$ cat src/verilog/irq_consts.svh
// Constants of the software trap and external interrupt block.
// Assumes inclusion by bare name; holds macros only.
`ifndef IRQ_CONSTS_SVH
`define IRQ_CONSTS_SVH

// Register offsets inside the special-function area
`define OFS_ENABLE_GROUP_C 6'h2A
`define OFS_LATCH_GROUP_C 6'h2B
`define OFS_ENABLE_GROUP_E 6'h2C
`define OFS_ENABLE_GROUP_D 6'h2D
`define OFS_LATCH_GROUP_E 6'h2E
`define OFS_LATCH_GROUP_D 6'h2F
`define OFS_EXT_IRQ_CONTROL 6'h37
`define OFS_ENABLE_LOW 6'h3A
`define OFS_ENABLE_HIGH 6'h3B
`define OFS_LATCH_LOW 6'h3C
`define OFS_LATCH_HIGH 6'h3D
`define OFS_STATUS_LOW 6'h3E
`define OFS_STATUS_HIGH 6'h3F

// Register file geometry and indices
`define REG_COUNT 13
`define IDX_EXT_IRQ_CONTROL 6
`define IDX_ENABLE_LOW 7
`define IDX_LATCH_LOW 9

// Field positions
`define BIT_PIN_SELECT 6
`define BIT_MASTER_ENABLE 0
`define BIT_EXT_ENABLE 3
`define BIT_EXT_LATCH 3

// Reset value of every register (pin-select bit clear)
`define REG_RESET 8'h00

// Opcode of the trap instruction, also the filler for missing memory
`define TRAP_OPCODE 8'hFF

// Memory map
`define SFR_BASE 16'h0000
`define SFR_TOP 16'h003F
`define DBR_BASE 16'h1F80
`define DBR_TOP 16'h1FFF
`define RAM_BASE 16'h0040
`define RAM_TOP 16'h023F
`define ROM_BASE 16'hC000
`define ROM_TOP 16'hFFFF

// Noise filter, in periods of the high-frequency clock
`define NOISE_REJECT_FC 2
`define NOISE_ACCEPT_FC 6
`define FILTER_CYCLES ((`NOISE_REJECT_FC + `NOISE_ACCEPT_FC) / 2)

`endif

$ cat src/verilog/irq_pkg.sv
// Types shared by the interrupt block and its helpers.
// Assumes the constants header sits next to it.
package irq_pkg;

    // One special-function access from the CPU core
    typedef struct packed {
        logic wr;
        logic rd;
        logic [15:0] addr;
        logic [7:0] wdata;
    } sfr_access_s;

    // One instruction fetch with the byte memory returned
    typedef struct packed {
        logic valid;
        logic [15:0] addr;
        logic [7:0] data;
    } fetch_req_s;

    // One executed instruction as seen at its end
    typedef struct packed {
        logic valid;
        logic lastCycle;
        logic [7:0] opcode;
    } exec_info_s;

endpackage : irq_pkg

$ cat src/verilog/pin_sync.sv
// Three-stage synchroniser for an asynchronous pin.
// Assumes the pin idles high; output moves once stages two and three agree.
`timescale 1ns/1ps
module pin_sync (
    // Clock and reset
    input wire logic sys_clk,
    input wire logic rst_n,
    // Pin and result
    input wire logic pinIn,
    output logic pinOut
);
    logic s1_q;
    logic s2_q;
    logic s3_q;
    logic out_q;

    // Stage one only feeds stage two, never any logic
    always_ff @(posedge sys_clk or negedge rst_n) begin
        if (!rst_n) begin
            s1_q <= 1'b1;
            s2_q <= 1'b1;
            s3_q <= 1'b1;
            out_q <= 1'b1;
        end else begin
            s1_q <= pinIn;
            s2_q <= s1_q;
            s3_q <= s2_q;
            if (s2_q == s3_q) begin
                out_q <= s3_q;
            end
        end
    end

    assign pinOut = out_q;
endmodule : pin_sync

$ cat src/verilog/noise_filter.sv
// Digital noise filter: a level change passes only when held long enough.
// Assumes a synchronised input; the divider select doubles the hold time.
`timescale 1ns/1ps
`include "irq_consts.svh"
module noise_filter #(
    parameter int HOLD = `FILTER_CYCLES
) (
    // Clock and reset
    input wire logic sys_clk,
    input wire logic rst_n,
    // Slow-clock select: doubles the hold
    input wire logic divSel,
    // Input and filtered level
    input wire logic levelIn,
    output logic levelOut
);
    localparam int CW = $clog2(2 * HOLD + 1);

    // Hold must sit between the reject and accept widths
    generate
        if (HOLD < `NOISE_REJECT_FC || HOLD > `NOISE_ACCEPT_FC) begin : g_bad
            $error("noise_filter HOLD out of range");
        end
    endgenerate

    logic level_q;
    logic [CW-1:0] cnt_q;
    wire [CW-1:0] limit = divSel ? CW'(2 * HOLD) : CW'(HOLD);
    wire differ = (levelIn != level_q);
    wire reached = (cnt_q == limit - CW'(1));

    // Count cycles of disagreement; any bounce restarts the count
    always_ff @(posedge sys_clk or negedge rst_n) begin
        if (!rst_n) begin
            level_q <= 1'b1;
            cnt_q <= '0;
        end else if (!differ) begin
            cnt_q <= '0;
        end else if (reached) begin
            level_q <= levelIn;
            cnt_q <= '0;
        end else begin
            cnt_q <= cnt_q + CW'(1);
        end
    end

    assign levelOut = level_q;
endmodule : noise_filter

$ cat src/verilog/soft_and_external_irq_logic.sv
// Software trap, address-error checks and the external edge interrupt.
// Assumes the CPU core presents fetches, executed opcodes and SPECIAL_FUNCTION_AREA accesses
// synchronously to sys_clk, and takes the one-cycle request pulses.
`timescale 1ns/1ps
`include "irq_consts.svh"

// Behaviour
// Trap opcode raises top-priority software interrupt
// Trap during non-maskable service acts as no-op
// Unimplemented fetch in single-chip returns trap byte
// Fetch from RAM, buffer or SPECIAL_FUNCTION_AREA resets
// Software may fill unused memory with trap
// Trap reserved for address errors and debugging
// Falling edge latches only when all enables set; the latch here is gated by pin-select alone
// Noise filter rejects short pulses, passes long
// Control bit six selects port or interrupt
// Pin-select clears at reset, pin is port
// Output pin changes may cause spurious request
// Disable interrupt before rewriting control register
// Memory-mapped SPECIAL_FUNCTION_AREA and data-buffer address decode
// Software avoids reserved and inaccessible addresses
// No read-modify-write on latches or write-only
// Requests sampled in final instruction cycle
// Pin synchronised before filter and edge detection
module soft_and_external_irq_logic (
    // Clock and reset
    input wire logic sys_clk,
    input wire logic rst_n,
    // Special-function access from the core
    input wire irq_pkg::sfr_access_s sfrBus,
    output logic [7:0] sfrReadData,
    // Instruction fetch path
    input wire irq_pkg::fetch_req_s fetchReq,
    input wire logic singleChipMode,
    output logic [7:0] fetchData,
    output logic addrTrapReset,
    // Execution status from the core
    input wire irq_pkg::exec_info_s execInfo,
    input wire logic nmiInService,
    // Clock gear divider select
    input wire logic clockDividerSelect,
    // Shared interrupt / port pin
    input wire logic extIrqZeroPin,
    output logic extIrqPinSelect,
    // Requests to the core
    output logic softwareIrq,
    output logic extIrqAccept
);
    import irq_pkg::*;

    // ------------------------------------------------------------------
    // Register file
    // ------------------------------------------------------------------

    // Offsets of the stored registers, in index order
    localparam logic [5:0] REG_OFS [`REG_COUNT] = '{
        `OFS_ENABLE_GROUP_C,
        `OFS_LATCH_GROUP_C,
        `OFS_ENABLE_GROUP_E,
        `OFS_ENABLE_GROUP_D,
        `OFS_LATCH_GROUP_E,
        `OFS_LATCH_GROUP_D,
        `OFS_EXT_IRQ_CONTROL,
        `OFS_ENABLE_LOW,
        `OFS_ENABLE_HIGH,
        `OFS_LATCH_LOW,
        `OFS_LATCH_HIGH,
        `OFS_STATUS_LOW,
        `OFS_STATUS_HIGH
    };

    // Storage, one byte per register
    logic [7:0] regFile_q [`REG_COUNT];
    // Next values of storage
    logic [7:0] regFile_d [`REG_COUNT];
    // Per-register address match
    logic [`REG_COUNT-1:0] regHit;

    // Address falls in the special-function window
    wire sfrSpace = (sfrBus.addr <= `SFR_TOP);
    // Byte offset within that window
    wire [5:0] sfrOfs = sfrBus.addr[5:0];

    // One comparator per register
    generate
        for (genvar gi = 0; gi < `REG_COUNT; gi++) begin : g_hit
            assign regHit[gi] = sfrSpace && (sfrOfs == REG_OFS[gi]);
        end
    endgenerate

    // Write strobe straight from the bus; decode is applied per register
    wire sfrWrite = sfrBus.wr;
    // Read strobe straight from the bus; decode is applied in the read multiplexer
    wire sfrRead = sfrBus.rd;

    // Read multiplexer: unmapped offsets return zero
    logic [7:0] readMux;
    always_comb begin
        readMux = 8'h00;
        for (int i = 0; i < `REG_COUNT; i++) begin
            if (regHit[i]) begin
                readMux = regFile_q[i];
            end
        end
    end

    // ------------------------------------------------------------------
    // Pin path: synchroniser, noise filter, edge detector
    // ------------------------------------------------------------------

    // Pin after four flip-flops (three stages and the output register)
    logic pinSynced;
    // Pin after the noise filter
    logic pinFiltered;
    // Previous filtered level, for edge detection
    logic pinPrev_q;

    // Synchronise first so the filter sees a clean level
    pin_sync u_sync (
        .sys_clk(sys_clk),
        .rst_n(rst_n),
        .pinIn(extIrqZeroPin),
        .pinOut(pinSynced)
    );

    // Reject short glitches before any edge is looked at
    noise_filter #(
        .HOLD(`FILTER_CYCLES)
    ) u_filter (
        .sys_clk(sys_clk),
        .rst_n(rst_n),
        .divSel(clockDividerSelect),
        .levelIn(pinSynced),
        .levelOut(pinFiltered)
    );

    // Remember last filtered level
    always_ff @(posedge sys_clk or negedge rst_n) begin
        if (!rst_n) begin
            pinPrev_q <= 1'b1;
        end else begin
            pinPrev_q <= pinFiltered;
        end
    end

    // Falling edge, one cycle wide
    wire pinFall = pinPrev_q && !pinFiltered;
    // Pin-select bit from the control register
    wire pinSelect = regFile_q[`IDX_EXT_IRQ_CONTROL][`BIT_PIN_SELECT];
    // Any falling edge counts while pin-select is set, even one caused by the port driving the pin
    wire extLatchSet = pinFall && pinSelect;

    // ------------------------------------------------------------------
    // Acceptance
    // ------------------------------------------------------------------

    // Master enable lives in the low enable register
    wire masterEnable = regFile_q[`IDX_ENABLE_LOW][`BIT_MASTER_ENABLE];
    // Individual enable of the external source
    wire extEnable = regFile_q[`IDX_ENABLE_LOW][`BIT_EXT_ENABLE];
    // Pending external latch
    wire extLatch = regFile_q[`IDX_LATCH_LOW][`BIT_EXT_LATCH];

    // Trap opcode finished executing
    wire trapExec = execInfo.valid && (execInfo.opcode == `TRAP_OPCODE);
    // Trap is a no-op while a non-maskable service runs
    wire trapTake = trapExec && !nmiInService;
    // Requests only sampled in the final cycle; trap wins over all
    wire extTake = execInfo.lastCycle && !trapTake && masterEnable
                   && extEnable && extLatch && pinSelect;

    // ------------------------------------------------------------------
    // Register next values
    // ------------------------------------------------------------------

    // Write, then accept-clear, then hardware set; set wins over both
    always_comb begin
        for (int i = 0; i < `REG_COUNT; i++) begin
            regFile_d[i] = regFile_q[i];
            if (sfrWrite && regHit[i]) begin
                regFile_d[i] = sfrBus.wdata;
            end
        end
        if (extTake) begin
            regFile_d[`IDX_LATCH_LOW][`BIT_EXT_LATCH] = 1'b0;
        end
        if (extLatchSet) begin
            regFile_d[`IDX_LATCH_LOW][`BIT_EXT_LATCH] = 1'b1;
        end
    end

    // Storage; reset leaves pin-select clear so the pin is a port
    always_ff @(posedge sys_clk or negedge rst_n) begin
        if (!rst_n) begin
            for (int i = 0; i < `REG_COUNT; i++) begin
                regFile_q[i] <= `REG_RESET;
            end
        end else begin
            for (int i = 0; i < `REG_COUNT; i++) begin
                regFile_q[i] <= regFile_d[i];
            end
        end
    end

    // ------------------------------------------------------------------
    // Fetch checks
    // ------------------------------------------------------------------

    // Region decode on the fetch address
    wire fetchInSfr = (fetchReq.addr <= `SFR_TOP);
    wire fetchInRam = (fetchReq.addr >= `RAM_BASE) && (fetchReq.addr <= `RAM_TOP);
    wire fetchInDbr = (fetchReq.addr >= `DBR_BASE) && (fetchReq.addr <= `DBR_TOP);
    wire fetchInRom = (fetchReq.addr >= `ROM_BASE);
    // Data areas must never be executed
    wire fetchInData = fetchInSfr || fetchInRam || fetchInDbr;
    // Nothing lives here at all
    wire fetchMissing = !(fetchInData || fetchInRom);
    // In single-chip mode missing memory reads as the trap byte, so stray code traps
    wire [7:0] fetchMux = (singleChipMode && fetchMissing) ? `TRAP_OPCODE
                          : fetchReq.data;

    // ------------------------------------------------------------------
    // Output flip-flops
    // ------------------------------------------------------------------

    logic [7:0] sfrReadData_q;
    logic [7:0] fetchData_q;
    logic addrTrap_q;
    logic softwareIrq_q;
    logic extIrqAccept_q;
    logic pinSelect_q;

    // Read data holds until the next read
    always_ff @(posedge sys_clk or negedge rst_n) begin
        if (!rst_n) begin
            sfrReadData_q <= 8'h00;
        end else if (sfrRead) begin
            sfrReadData_q <= readMux;
        end
    end

    // Fetch byte and trap reset follow each fetch by one cycle
    always_ff @(posedge sys_clk or negedge rst_n) begin
        if (!rst_n) begin
            fetchData_q <= 8'h00;
            addrTrap_q <= 1'b0;
        end else begin
            fetchData_q <= fetchReq.valid ? fetchMux : fetchData_q;
            addrTrap_q <= fetchReq.valid && fetchInData;
        end
    end

    // Request pulses to the core
    always_ff @(posedge sys_clk or negedge rst_n) begin
        if (!rst_n) begin
            softwareIrq_q <= 1'b0;
            extIrqAccept_q <= 1'b0;
            pinSelect_q <= 1'b0;
        end else begin
            softwareIrq_q <= trapTake;
            extIrqAccept_q <= extTake;
            pinSelect_q <= regFile_d[`IDX_EXT_IRQ_CONTROL][`BIT_PIN_SELECT];
        end
    end

    assign sfrReadData = sfrReadData_q;
    assign fetchData = fetchData_q;
    assign addrTrapReset = addrTrap_q;
    assign softwareIrq = softwareIrq_q;
    assign extIrqAccept = extIrqAccept_q;
    assign extIrqPinSelect = pinSelect_q;
endmodule : soft_and_external_irq_logic

$ cat config.mk
export PLATFORM = sky130hd
export DESIGN_NAME = soft_and_external_irq_logic
export DESIGN_NICKNAME = d
export VERILOG_FILES = /design/src/verilog/irq_pkg.sv /design/src/verilog/pin_sync.sv /design/src/verilog/noise_filter.sv /design/src/verilog/soft_and_external_irq_logic.sv
export VERILOG_INCLUDE_DIRS = /design/src /design/src/verilog
export SDC_FILE = /design/constraint.sdc
export NUM_CORES = 1
export LEC_CHECK = 0
export ABC_CLOCK_PERIOD_IN_PS = 1600
export BUFFER_PORTS_ARGS = -buffer_cell sky130_fd_sc_hd__buf_2
export CAP_MARGIN = 20
export CORE_ASPECT_RATIO = 1.2
export CORE_MARGIN = 8
export CORE_UTILIZATION = 40
export DETAILED_ROUTE_END_ITERATION = 8
export RECOVER_POWER = 50
export SLEW_MARGIN = 20
export SYNTH_ARGS = -nofsm -noshare
export SYNTH_HDL_FRONTEND = slang
export SYNTH_SLANG_ARGS = --single-unit
$ cat constraint.sdc
create_clock -name sys_clk -period 1.6 [get_ports sys_clk]
set_input_delay 0.32 -clock sys_clk [delete_from_list [all_inputs] [get_ports sys_clk]]
set_output_delay 0.32 -clock sys_clk [all_outputs]
set_load 0.02 [all_outputs]
# After elaboration in Yosys (flattened, before gate mapping)
# Cells that the tools add are included.
# totals
ff_bits	133
output_inout_bits	20
# classes
addsub	2
order_cmp	7
eq_ne	17
muxes	20
reduce_logical	48
# ops
operator	count
two-way mux 8 bit	14
== test 6 bit (second input constant)	13
logical AND 1 bit	39
less-or-equal comparator 16 x 6 -> 1 bit (second input constant)	2
greater-or-equal comparator 16 x 13 -> 1 bit (second input constant)	1
greater-or-equal comparator 16 bit (second input constant)	1
greater-or-equal comparator 16 x 7 -> 1 bit (second input constant)	1
less-or-equal comparator 16 x 10 -> 1 bit (second input constant)	1
less-or-equal comparator 16 x 13 -> 1 bit (second input constant)	1
two-way mux 4 bit	4
== test 8 bit (second input constant)	1
adder 4 x 1 -> 4 bit (second input constant)	1
== test 4 bit	1
logical NOT 1 bit	4
subtractor 4 x 1 -> 4 bit (second input constant)	1
logical OR 1 bit	3
nonzero test 3 bit	1
two-way mux 1 bit	2
AND reduction 2 bit	1
== test 1 bit	1
!= test 1 bit	1

# Longest topological paths before layout
# depth
ltp_word	15
ltp_mapped	8

# By module
# Synthesis repeated with hierarchy kept, for this count alone.
# hier_totals
cells_unflattened	551
hier_area_um2	6622.6
# modules_own_cells
mod	instances	cells_each	area_each_um2	seq_area_each_um2
soft_and_external_irq_logic	1	527	6283.5	3104.2
noise_filter	1	19	222.7	126.4
pin_sync	1	5	116.4	105.1

# Worst setup path before layout
# OpenSTA, ideal clock, no wires.
# synth_path
kind	input to register
from	in sfrBus[17] in the netlist's numbering
to	reg regFile_q[10] in the netlist's numbering
setup_ns	0.125
t_arrival_ns	2.129
required_time_ns	1.475
path_slack_ns	-0.654
stages	5
cell_sequence	or4_4 > nor4_4 > nand2_2 > nor3b_4 > mux2_2
# synth_via
elab_chain_cells	3
# synth_rtl
element	line_no	rtl
start, declared	soft_and_external_irq_logic.sv:30	input wire irq_pkg::sfr_access_s sfrBus,
less-or-equal comparator 16 x 6 -> 1 bit (no source line)	-	
logical AND 1 bit	soft_and_external_irq_logic.sv:87	assign regHit[gi] = sfrSpace && (sfrOfs == REG_OFS[gi]);
logical AND 1 bit	soft_and_external_irq_logic.sv:180	if (sfrWrite && regHit[i]) begin
end signal, assigned by index	soft_and_external_irq_logic.sv:196	regFile_q[i] <= `REG_RESET;
end signal, assigned by index	soft_and_external_irq_logic.sv:200	regFile_q[i] <= regFile_d[i];
end, declared	soft_and_external_irq_logic.sv:73	logic [7:0] regFile_q [`REG_COUNT];
# Every way passes these cells.
# A chain may end at the register's enable or synchronous reset.

# Worst setup path after layout
# layout_path
from	in sfrBus[19] in the netlist's numbering
to	reg regFile_q[23] in the netlist's numbering
# The elaborated chain is that of the path after synthesis.

==> impl_metrics.sql <==
INSERT INTO impl_metrics (metric_group, metric, value, unit) VALUES
('synth', 'synth_top_area_cell', 'dfrtp_1', ''),
('power', 'power.density_cell_area', '954.6', 'mW/mm^2'),
('finish', 'synthToLayoutAreaGrowth', '35.85', '%'),
('finish', 'num-fill-cells', '1321', ''),
('critical_path', 'cp_num_buf_inv', '3', ''),
('sta', 'clock-skew-final', '0.005322', 'ns'),
('floorplanning', 'design.die.area', '0.01992', 'mm^2'),
('synth', 'syn_inst', '493', ''),
('critical_path', 'crit_type', 'in -> reg', ''),
('place', 'post-place-ws', '-0.8724', 'ns'),
('hold_path', 'hold_path_cell_cnt', '2', ''),
('grt', 'grt_start_max_net_pins', '44', ''),
('power', 'power.static_leakage', '4.007', 'nW'),
('cts', 'clockBufferDepth', '2', ''),
('cts', 'worstSkewPairLatency', '0.42', 'ns'),
('power', 'switching_power', '1.887', 'mW'),
('synth', 'synth_enable_flop_cells', '0', ''),
('sta', 'final_critical_path_setup_slack', '-0.3160', 'ns'),
('cts', 'clkSlewWorstSetupHoldPaths', '0.06', 'ns'),
('synth', 'synthesis.area_per_instance', '12.69', 'um^2'),
('synth', 'syn_area', '0.006257', 'mm^2'),
('cts', 'root_buffer', 'clkbuf_16', ''),
('synth', 'yosys.area.top_type_share', '50.79', '%'),
('run', 'drv.max_cap_violation_count', '0', ''),
('power', 'share_seq_of_total_power', '43.6', '%'),
('critical_path', 'slowest_cp_cell', 'or4_4', ''),
('place', 'finalWeightedCongestion', '0.8816', ''),
('synth', 'post_synth_num_cell_types', '58', ''),
('critical_path', 'cpPeakStageDelay', '0.60', 'ns'),
('grt', 'track_usage', '17.88', '%'),
('critical_path', 'worst-endpoint-arrival', '2.22', 'ns'),
('critical_path', 'reg2regPathDepth', '4', ''),
('critical_path', 'worstSetupStartpointType', 'input port', ''),
('synth', 'synth.yosys.warnings', '0', ''),
('critical_path', 'reg2reg_end', 'sfrReadData[5]', ''),
('finish', 'seqCellArea', '0.003336', 'mm^2'),
('critical_path', 'critical_path.max_fanout', '6', ''),
('routing', 'iteration_0_drc_markers', '212', ''),
('hold_path', 'min_from', 'nmiInService', ''),
('status', 'failing_checks', 'negative setup slack', ''),
('critical_path', 'regToRegSetupSlack', '-0.03', 'ns'),
('synth', 'synth_flop_type', 'dfrtp_1', ''),
('synth', 'syn-num-nets', '561', ''),
('power', 'combinationalPowerShare', '8.1', '%'),
('critical_path', 'crit_required', '1.90', 'ns'),
('critical_path', 'timing.critical_path.cells', 'buf_6 -> or4_4 -> nor3_4 -> buf_6 -> and3_4 -> and3_4 -> buf_8 -> mux2_4', ''),
('floorplanning', 'die_h', '153.0', 'um'),
('cts', 'cts_tree', 'done', ''),
('sta', 'setup_tns', '-20.55', 'ns'),
('critical_path', 'cp-end-kind', 'register', ''),
('finish', 'antennaDiodeCount', '0', ''),
('routing', 'avgRoutedWirePerCell', '20.01', 'um'),
('synth', 'portion_of_the_post_synthesis_area_used_by_sequential_elements', '53.31', '%'),
('synth', 'synthArstFlopShare', '100.0', '%'),
('sta', 'timing.final.setup_violations', '108', ''),
('cts', 'htree_num_levels', '4', ''),
('sta', 'finalWorstPathRequiredPeriod', '1.916', 'ns'),
('power', 'swShare', '23.26', '%'),
('critical_path', 'critPathTopFamily', 'simple AND/OR/NAND/NOR gates', ''),
('grt', 'grt_first_pass_wirelength', '27230', 'um'),
('grt', 'grt-ovfl-total', '0', ''),
('power', 'cell_internal_pwr', '6.227', 'mW'),
('place', 'place.detailed.hpwl', '12110', 'um'),
('status', 'run_status', 'complete, but fails checks', ''),
('power', 'pwr-share-clk', '48.3', '%'),
('sta', 'max_clock_freq', '521.9', 'MHz'),
('floorplanning', 'core_area', '0.01545', 'mm^2'),
('floorplanning', 'boundaryPins', '87', ''),
('cts', 'cts-buffers-inserted', '17', ''),
('critical_path', 'reg2reg_from', 'regFile_q[61]', ''),
('routing', 'drt-pass1-iter-count', '4', '');
[sequential cells by signal, summed over array words and instances, names as in the netlist, 4 cells and up]
| register | cells |
|---|---|
| fetchData | 8 |
| sfrReadData | 8 |
| regFile_q | 100 |
| u_filter.cnt_q | 4 |
[per-stage QoR]
step	power, mW	hold WS [ns]	util, %	instance area, um^2
CTS	8.218	0.04853	53.78	8310
global placement	4.218	0.2890	48.08	7430
floorplan	3.886	0.02441	-	6281
finish	8.115	0.08052	55.01	8501
global route	8.416	0.06869	55.01	8501
detailed placement	4.240	0.2903	48.08	7430
[per-layer routing]
| layer | global-route usage (%) | wire length, um | vias up | share of wire, % |
|---|---|---|---|---|
| li1 | - | - | 2100 | - |
| met1 | 21.15 | 7240 | 2362 | 42 |
| met2 | 29.96 | 8679 | 122 | 51 |
| met3 | 4.072 | 902 | 19 | 5.3 |
| met4 | 8.204 | 286 | 0 | 1.7 |
| met5 | 0 | 0 | - | 0 |
[synthesized netlist by cell type, types with 8 or more instances]
| cell | instances |
|---|---|
| o22a_1 | 8 |
| buf_2 | 9 |
| mux2_2 | 111 |
| mux2i_1 | 9 |
| o22ai_1 | 9 |
| nand2_1 | 27 |
| a21oi_1 | 10 |
| dfrtp_1 | 127 |
| clkbuf_1 | 18 |
| nand3_1 | 14 |
| o21ai_0 | 12 |
| nor2b_1 | 10 |
| and2_1 | 8 |
| nor2_1 | 21 |
[cells in the final DEF, fill, tap and decap left out, types with 4 or more instances in the layout]
cell        Yosys  routed
and2_1          8       5
nor2_1         21      21
nand2_1        27      25
o22a_1          8       8
nand4_1         5       5
a21oi_1        10      10
dfstp_2         6       4
o22ai_1         9       7
buf_2           9      76
mux2_2        111      72
clkinvlp_4      0       5
dfrtp_1       127     127
buf_12          0      10
buf_6           0      15
mux2_4          0      40
mux4_2          7       7
a211oi_2        0       4
nor2b_1        10       9
nand3_1        14      10
buf_4           1      43
clkinv_2        0       4
o221a_2         6       6
mux2i_1         9       8
a22oi_2         0       4
o21ai_0        12      10
clkbuf_16       0      17
[worst register-to-register path: stages (launching register included)]
cell and delay, ns:
dfrtp_1 0.38, mux4_2 0.47, a21oi_1 0.28, a211oi_1 0.12, o221a_2 0.28
[repair_timing]
action	in CTS	in global routing
gates resized for setup	60	42
buffers inserted	2	2
endpoints found under the hold margin	36	0
hold buffers	2	0
endpoints found under the setup margin	104	120
gates cloned	0	1
pin swaps	13	18
[power groups by stage]
stage / registers, mW / clock network [mW] / logic, mW
floorplan: 3.62 / 0 / 0.263
global placement: 3.59 / 0 / 0.624
detailed placement: 3.60 / 0 / 0.642
CTS: 3.54 / 4.01 / 0.662
global route: 3.54 / 4.14 / 0.732
finish: 3.54 / 3.92 / 0.657
[layout make-up]
cell class	count	area share, %
sequential	133	39.24
multi-input combinational	328	36.99
timing repair buffer	151	13.53
clock buffer	19	5.210
tap	208	3.062
clock inverter	13	1.840
inverter	3	0.1325
[logic make-up after synthesis]
group / after synthesis / synth area share (%)
flops: 133 / 53.31
mux: 128 / 24.12
simple gates: 120 / 11.04
compound gates: 73 / 8.319
xor+xnor: 5 / 0.7000
buf+inv: 32 / 2.159
fa+ha+maj: 2 / 0.3599
[how the worst max path moves through the flow]
stage               start             to  slack [ns]  cells past startpoint
3_3_place_gp   sfrBus[17]  regFile_q[38]       -0.79                      7
6_report       sfrBus[19]  regFile_q[23]       -0.32                      8
4_1_cts        sfrBus[19]  regFile_q[23]       -0.28                      8
2_1_floorplan  sfrBus[15]  regFile_q[10]       -0.64                      5
3_5_place_dp   sfrBus[17]  regFile_q[16]       -0.87                      8
5_1_grt        sfrBus[19]  regFile_q[79]       -0.32                      8
Note: power is estimated with default switching activity, not from simulation.
